===== src/vbd_pkg.sv =====
// shared constants and types of the voice band decimation chain
package vbd_pkg;
    // rates and ratios
    localparam int OS_RATIO    = 125;
    localparam int CIC_DECIM   = 25;
    localparam int LPF_DECIM   = 5;
    localparam int LPF_ORDER   = 7;
    localparam int NOM_FS_HZ   = 8000;
    localparam int MAX_FS_HZ   = 24000;
    localparam int NOM_FOS_HZ  = NOM_FS_HZ * OS_RATIO;
    localparam int NOM_MID_HZ  = NOM_FOS_HZ / CIC_DECIM;

    // datapath widths and scaling
    localparam int CIC_W       = 18;
    localparam int IIR_W       = 28;
    localparam int IIR_FRAC    = 8;
    localparam int OUT_SH      = 7;
    localparam int PCM_W       = 16;
    localparam int LPF_SHIFT   = 2;
    localparam int CIC_FULL    = CIC_DECIM * CIC_DECIM * CIC_DECIM;
    localparam int BUF_DEPTH   = 2;

    // counter widths and terminal counts
    localparam int CIC_CNT_W   = 5;
    localparam int LPF_CNT_W   = 3;
    localparam int SINCE_W     = 8;
    localparam int BUF_CNT_W   = 2;
    localparam logic [CIC_CNT_W-1:0] CIC_LAST = CIC_CNT_W'(CIC_DECIM - 1);
    localparam logic [LPF_CNT_W-1:0] LPF_LAST = LPF_CNT_W'(LPF_DECIM - 1);
    localparam logic [BUF_CNT_W-1:0] BUF_FULL = BUF_CNT_W'(BUF_DEPTH);

    typedef logic signed [CIC_W-1:0] vbd_cic_t;
    typedef logic signed [IIR_W-1:0] vbd_acc_t;
    typedef logic signed [PCM_W-1:0] vbd_pcm_t;

    // saturation limits of the pcm word
    localparam vbd_pcm_t PCM_MAX = 16'sh7FFF;
    localparam vbd_pcm_t PCM_MIN = 16'sh8000;
    localparam vbd_cic_t CIC_ONE = 18'sh00001;

    // analog input mode fed to the modulator front end
    typedef enum logic {
        VBD_MODE_PREAMP,
        VBD_MODE_EXTAMP
    } vbd_mode_t;

    // one output word with its clipping flag
    typedef struct packed {
        logic     sat;
        vbd_pcm_t pcm;
    } vbd_word_t;
endpackage


===== src/vbd_decimator.sv =====
// decimation chain: modulator bit stream to 16-bit pcm words
`timescale 1ns/1ps

// Overview of operation
// - one output word is made per 125 modulator bits.
// - all timing follows os_tick, so the response scales with the sample rate up to 24 kHz.
// - the input is one modulator bit per oversampling tick, read as +1 or -1.
// - the first stage is three cascaded 25-sample moving sums.
// - the first stage emits one word per 25 oversampling ticks.
// - the second stage is a seventh-order recursive low-pass that decimates by five.
// - the second stage attenuates the noise band above the voice band before decimation.
// - results leave as 16-bit two's complement words.
// - external_gain_select low picks the preamp mode, high the external amplifier mode.
// - overload clips to 0x7FFF or 0x8000 and never wraps.
module vbd_decimator (
    // clock and reset
    input  wire logic            clk,
    input  wire logic            nrst,
    // modulator stream
    input  wire logic            os_tick,
    input  wire logic            mod_bit,
    // analog mode strap
    input  wire logic            external_gain_select,
    output vbd_pkg::vbd_mode_t   input_mode,
    // pcm output stream
    output logic                 pcm_valid,
    input  wire logic            pcm_ready,
    output vbd_pkg::vbd_word_t   pcm_word,
    output logic                 pcm_strobe,
    output logic                 pcm_overrun
);

    // sinc-cubic stage state
    vbd_pkg::vbd_cic_t            int_r   [3];
    vbd_pkg::vbd_cic_t            int_nxt [3];
    vbd_pkg::vbd_cic_t            dly_r   [3];
    vbd_pkg::vbd_cic_t            dly_nxt [3];
    vbd_pkg::vbd_cic_t            cmb     [3];
    vbd_pkg::vbd_cic_t            cic_out_r;
    vbd_pkg::vbd_cic_t            cic_out_nxt;
    vbd_pkg::vbd_cic_t            in_step;
    logic [vbd_pkg::CIC_CNT_W-1:0] cic_cnt_r;
    logic [vbd_pkg::CIC_CNT_W-1:0] cic_cnt_nxt;
    logic                         cic_tick;
    logic                         mid_vld_r;
    logic                         mid_vld_nxt;

    // low-pass stage state
    vbd_pkg::vbd_acc_t            stg_in  [vbd_pkg::LPF_ORDER];
    vbd_pkg::vbd_acc_t            stg_r   [vbd_pkg::LPF_ORDER];
    logic [vbd_pkg::LPF_CNT_W-1:0] lpf_cnt_r;
    logic [vbd_pkg::LPF_CNT_W-1:0] lpf_cnt_nxt;
    logic                         out_tick;
    vbd_pkg::vbd_acc_t            y_scaled;
    vbd_pkg::vbd_word_t           new_word;

    // output buffer and misc state
    vbd_pkg::vbd_word_t           mem_r [vbd_pkg::BUF_DEPTH];
    logic                         wr_ptr_r;
    logic                         wr_ptr_nxt;
    logic                         rd_ptr_r;
    logic                         rd_ptr_nxt;
    logic [vbd_pkg::BUF_CNT_W-1:0] cnt_r;
    logic [vbd_pkg::BUF_CNT_W-1:0] cnt_nxt;
    logic                         buf_in_ready;
    logic                         push;
    logic                         pop;
    logic                         strobe_nxt;
    logic                         overrun_nxt;
    vbd_pkg::vbd_mode_t           mode_nxt;

    // one modulator bit maps to +1 / -1 at the integrator input
    assign in_step  = mod_bit ? vbd_pkg::CIC_ONE : -vbd_pkg::CIC_ONE;
    assign cic_tick = os_tick && (cic_cnt_r == vbd_pkg::CIC_LAST);

    // comb section: wraparound arithmetic is exact as long as the width holds the full gain
    assign cmb[0] = int_r[2] - dly_r[0];
    assign cmb[1] = cmb[0] - dly_r[1];
    assign cmb[2] = cmb[1] - dly_r[2];

    // sinc-cubic next state: integrate every tick, comb and decimate every 25th
    always_comb begin
        int_nxt     = int_r;
        dly_nxt     = dly_r;
        cic_out_nxt = cic_out_r;
        cic_cnt_nxt = cic_cnt_r;
        mid_vld_nxt = cic_tick;
        if (os_tick) begin
            int_nxt[0]  = int_r[0] + in_step;
            int_nxt[1]  = int_r[1] + int_r[0];
            int_nxt[2]  = int_r[2] + int_r[1];
            cic_cnt_nxt = cic_tick ? '0 : cic_cnt_r + 1'b1;
        end
        if (cic_tick) begin
            dly_nxt[0]  = int_r[2];
            dly_nxt[1]  = cmb[0];
            dly_nxt[2]  = cmb[1];
            cic_out_nxt = cmb[2];
        end
    end

    always_ff @(posedge clk) begin
        if (!nrst) begin
            int_r     <= '{default: '0};
            dly_r     <= '{default: '0};
            cic_out_r <= '0;
            cic_cnt_r <= '0;
            mid_vld_r <= 1'b0;
        end else begin
            int_r     <= int_nxt;
            dly_r     <= dly_nxt;
            cic_out_r <= cic_out_nxt;
            cic_cnt_r <= cic_cnt_nxt;
            mid_vld_r <= mid_vld_nxt;
        end
    end

    // seven one-pole sections in cascade; shift-only taps keep the rate scaling coefficient-free
    assign stg_in[0] = vbd_pkg::vbd_acc_t'(cic_out_r) <<< vbd_pkg::IIR_FRAC;
    genvar gi;
    generate
        for (gi = 0; gi < vbd_pkg::LPF_ORDER; gi++) begin : g_pole
            vbd_pkg::vbd_acc_t diff;
            vbd_pkg::vbd_acc_t stg_nxt;
            if (gi > 0) begin : g_link
                assign stg_in[gi] = stg_r[gi-1];
            end
            // each pole runs only at the intermediate rate, so noise above 3.4 kHz is cut
            always_comb begin
                diff    = stg_in[gi] - stg_r[gi];
                stg_nxt = mid_vld_r ? stg_r[gi] + (diff >>> vbd_pkg::LPF_SHIFT)
                                    : stg_r[gi];
            end
            always_ff @(posedge clk) begin
                if (!nrst) begin
                    stg_r[gi] <= '0;
                end else begin
                    stg_r[gi] <= stg_nxt;
                end
            end
        end
    endgenerate

    // decimate-by-five counter on the intermediate rate
    assign out_tick = mid_vld_r && (lpf_cnt_r == vbd_pkg::LPF_LAST);
    always_comb begin
        lpf_cnt_nxt = lpf_cnt_r;
        if (mid_vld_r) begin
            lpf_cnt_nxt = out_tick ? '0 : lpf_cnt_r + 1'b1;
        end
    end

    always_ff @(posedge clk) begin
        if (!nrst) begin
            lpf_cnt_r <= '0;
        end else begin
            lpf_cnt_r <= lpf_cnt_nxt;
        end
    end

    // scale to pcm and hard-limit: a wrapped word would turn overload into full-scale noise
    assign y_scaled = stg_r[vbd_pkg::LPF_ORDER-1] >>> vbd_pkg::OUT_SH;
    always_comb begin
        new_word.sat = 1'b0;
        new_word.pcm = y_scaled[vbd_pkg::PCM_W-1:0];
        if (y_scaled > vbd_pkg::vbd_acc_t'(vbd_pkg::PCM_MAX)) begin
            new_word.sat = 1'b1;
            new_word.pcm = vbd_pkg::PCM_MAX;
        end else if (y_scaled < vbd_pkg::vbd_acc_t'(vbd_pkg::PCM_MIN)) begin
            new_word.sat = 1'b1;
            new_word.pcm = vbd_pkg::PCM_MIN;
        end
    end

    // two-entry buffer; a word that meets a full buffer is counted as an overrun
    assign buf_in_ready = (cnt_r != vbd_pkg::BUF_FULL);
    assign push         = out_tick && buf_in_ready;
    assign pop          = pcm_valid && pcm_ready;
    assign pcm_valid    = (cnt_r != '0);
    assign pcm_word     = mem_r[rd_ptr_r];

    always_comb begin
        wr_ptr_nxt  = push ? ~wr_ptr_r : wr_ptr_r;
        rd_ptr_nxt  = pop ? ~rd_ptr_r : rd_ptr_r;
        cnt_nxt     = cnt_r + {1'b0, push} - {1'b0, pop};
        strobe_nxt  = out_tick;
        overrun_nxt = out_tick && !buf_in_ready;
        mode_nxt    = external_gain_select ? vbd_pkg::VBD_MODE_EXTAMP
                                           : vbd_pkg::VBD_MODE_PREAMP;
    end

    always_ff @(posedge clk) begin
        if (!nrst) begin
            wr_ptr_r    <= 1'b0;
            rd_ptr_r    <= 1'b0;
            cnt_r       <= '0;
            pcm_strobe  <= 1'b0;
            pcm_overrun <= 1'b0;
            input_mode  <= vbd_pkg::VBD_MODE_PREAMP;
            mem_r       <= '{default: '0};
        end else begin
            wr_ptr_r    <= wr_ptr_nxt;
            rd_ptr_r    <= rd_ptr_nxt;
            cnt_r       <= cnt_nxt;
            pcm_strobe  <= strobe_nxt;
            pcm_overrun <= overrun_nxt;
            input_mode  <= mode_nxt;
            if (push) begin
                mem_r[wr_ptr_r] <= new_word;
            end
        end
    end

    // helper: oversampling ticks seen since the last strobe
    logic [vbd_pkg::SINCE_W-1:0] since_r;
    logic                        seen_r;
    always_ff @(posedge clk) begin
        if (!nrst) begin
            since_r <= '0;
            seen_r  <= 1'b0;
        end else begin
            since_r <= pcm_strobe ? vbd_pkg::SINCE_W'(os_tick)
                                  : since_r + vbd_pkg::SINCE_W'(os_tick);
            seen_r  <= seen_r | pcm_strobe;
        end
    end
endmodule


===== config.mk =====
export PLATFORM = sky130hd
export DESIGN_NAME = vbd_decimator
export DESIGN_NICKNAME = d
export VERILOG_FILES = /design/src/vbd_pkg.sv /design/src/vbd_decimator.sv
export SDC_FILE = /design/constraint.sdc
export NUM_CORES = 2
export LEC_CHECK = 0
export ABC_AREA = 0
export CAP_MARGIN = 20
export CORE_ASPECT_RATIO = 2
export CORE_MARGIN = 3
export CORE_UTILIZATION = 65
export CTS_CLUSTER_DIAMETER = 60
export DETAILED_ROUTE_END_ITERATION = 10
export DONT_BUFFER_PORTS = 1
export PLACE_DENSITY_LB_ADDON = 0.25
export SETUP_SLACK_MARGIN = 0.15
export SYNTH_ARGS = -nofsm -noshare
export SYNTH_HDL_FRONTEND = slang
export SYNTH_SLANG_ARGS = --single-unit

===== constraint.sdc =====
create_clock -name clk -period 13.1 [get_ports clk]
set_clock_uncertainty 0.15 [all_clocks]
set_input_delay 1.965 -clock clk [delete_from_list [all_inputs] [get_ports clk]]
set_output_delay 1.965 -clock clk [all_outputs]
set_load 0.02 [all_outputs]

==> flow_summary.ini <==
[outcome]
outcome = completed

[yosys]
synthTopCellsByArea = dfxtp_1, ha_1, xnor2_1
seq_area_frac_synth_pct = 22.39
yosys_warnings = 0
synth_common_cells = nor2_1, ha_1, dfxtp_1
synth_edf_count = 0
synth_cells = 4224
synth_nets = 4713
synth_seq_cells = 372
synthesis.area_sq_um = 33270
yosysTopAreaCellShare_pct = 22.39
synth_ff_type = dfxtp_1
avgSynthCellArea_sq_um = 7.876
synth.most_common_cell = nor2_1
async_reset_ff_share_pct = 0
synth.largest_area_cell = dfxtp_1
synth_cell_types = 96

[finish]
drive_above_1_share_pct = 3.505
antennaDiodeCount = 0
area_growth_pct = 5.397
finalNetCount = 4656
fin_area_sq_um = 35060

[critical_path]
crit_slowest_cell = a211oi_1
worstPathArrival_ns = 6.11
path_common_cell = o21ai_0
cp-end-kind = flip-flop
crit_fanout = 5
path_cells = inv_1, ha_1, a21o_1, a31o_2, a41oi_1, a211o_1, a21boi_0, o21ai_0, a21boi_0, o21a_1, nor2_1, o21ai_0, xor2_1, ha_1, and3_1, and3_1, a211oi_1, o311ai_0, o211ai_1, o21ai_0, xnor2_1, o211ai_1, o31ai_1
reg2reg_slack_ns = 7.27
startpoint_type = flip-flop
critical_path_class = reg -> reg
required_ns = 13.37
max_stage_delay_ns = 0.58

[clocking]
cts_hold_buf = 0
numClockSinks = 372
root_buffer = clkbuf_16
cts_tree = yes
clockBufferDepth = 3
cts_buffers = 37
cts_setup_buffers = 0
clk_pin_slew_ns = 0.06
post_cts_resize_count = 0
clkLatencyLatePin_ns = 0.57
h-tree-depth = 2

[global_routing]
grt.overflow.total = 0
grt_pass1_vias = 29120
grt_pass1_wl_um = 129400
grt_usage_pct = 27.33
antenna_found_initial = 0
grt_max_degree = 155

[detailed_routing]
ant_nets = 0
via_count = 29070
wl_um = 75380
drc = 0
firstDrtPassIters = 7
vias_per_cell = 6.003
drtIter0Drc = 1301
wire_per_inst_um = 15.56

[timing]
relSlewSlack_pct = 35.99
timing.hold.ws_ns = 0.3037
setup_violations = 0
grt_setup_unrepaired = false
hold_violations = 0
tightest_slew_ns = 0.9601
setup_tns_ns = 0
fmax_mhz = 171.4
timing.final.ws_setup_ns = 7.266
period_share_pct = 44.53
slew_violations = 0
min_period_ns = 5.834

[floorplan]
core-area_sq_um = 50360
start_util_pct = 66.05
die_w_um = 166.0
rows = 116
num_io_pins = 27
die_h_um = 325.9
die_area_sq_um = 54100

[placed_design]
gp_congestion = 0.9282
dpl_worst_slack_ns = 7.373
portBuffers = 0
post-dp-hpwl_um = 57040
placed_cell_area_sq_um = 33780

[flow_run]
timing.max_cap.violations = 0

[hold_path]
min_path_type = reg -> reg

[pwr]
vdd.ir_drop.worst_v = 0.0001220
p_per_area_nw_per_um2 = 97.59
p_leak_nw = 15.23
-- placed cells by master (no fill, tap or decap), drive strengths merged, types with 10 or more instances in the layout --
master,instances
nand3b,10
dfxtp,372
nand2b,35
and3,28
o41ai,11
nor2,562
o211ai,22
a21oi,361
nor3,93
buf,12
clkbuf,53
a31o,12
xor2,107
and2,23
mux2,20
xnor2,260
nand4,31
nor2b,60
o21ai,190
o31ai,15
or2,17
o31a,16
a21boi,19
inv,351
a211oi,69
nand3,74
nand2,269
o21a,65
or3,25
fa,13
ha,470
o21bai,37
mux2i,152
a31oi,41
a21o,141
-- registers in the layout (all words and copies together) (netlist names) --
register     flops
cic_out_r       18
mem_r           34
int_r           54
cic_cnt_r        5
cnt_r            2
lpf_cnt_r        3
pcm_overrun      1
mid_vld_r        1
dly_r           54
rd_ptr_r         1
input_mode       1
wr_ptr_r         1
pcm_strobe       1
stg_r          196
-- cell type report --
cell class | count | area (sq um)
tap | 649 | 812.0
clock inverter | 13 | 227.7
multi-input combinational | 3395 | 24110
timing repair buffer | 12 | 102.6
clock buffer | 53 | 1046
inverter | 349 | 1318
fill | 4205 | 15300
sequential | 372 | 7451
-- kinds of logic (layout without fill, tap and decap cells) --
family	after synthesis	count (layout)	share of synthesized area (%)
flip-flops	372	372	22.39
multiplexers	172	172	5.251
AO/OA/AOI/OAI	1101	1101	21.59
buffers and inverters	457	427	5.164
AND/OR/NAND/NOR	1271	1271	17.40
XOR/XNOR	368	368	9.753
adder cells (fa/ha/maj)	483	483	18.46
-- per-stage QoR --
stage               instances  util, %  power [mW]
finish                   4843    69.62       3.422
global route             4843    69.62       3.605
CTS                      4842    69.60       3.442
detailed placement       4776    67.07       2.296
global placement         4776    67.07       2.269
floorplan                4224        -       2.089
-- worst max-delay path, delay by kind of cell (launching register included) --
kind                     cells  cell delay (ns)
AO/OA/AOI/OAI               15             3.64
XOR/XNOR                     2             0.35
adder cells (fa/ha/maj)      2             0.61
buffers and inverters        1             0.07
flip-flops                   1             0.39
AND/OR/NAND/NOR              3             0.46
-- report_power, final --
group / total [mW] / switching (mW) / internal [mW]
logic: 1.09 / 0.610 / 0.481
registers: 1.18 / 0.0298 / 1.15
clock network: 1.15 / 0.485 / 0.661
total: 3.42 / 1.13 / 2.30
-- layer usage --
layer  share of wire (%)  GRT usage, %  wire (um)  vias to the layer above
met4                 5.4         13.83       4090                        0
met5                   0             0          0                        -
li1                    -             -          -                    14810
met1                  38         27.75      28900                    13570
met2                  54         54.57      40600                      451
met3                 2.4         2.319       1797                      244
-- worst paths after layout --
path                                  start      endpoint  cells after the start
worst min register to register    dly_r[14]     dly_r[14]                      2
worst min-delay path              dly_r[14]     dly_r[14]                      2
worst max register to register  stg_r[2][2]  stg_r[2][27]                     23
worst max-delay path            stg_r[2][2]  stg_r[2][27]                     23
Power figures use the tool's default switching activity.
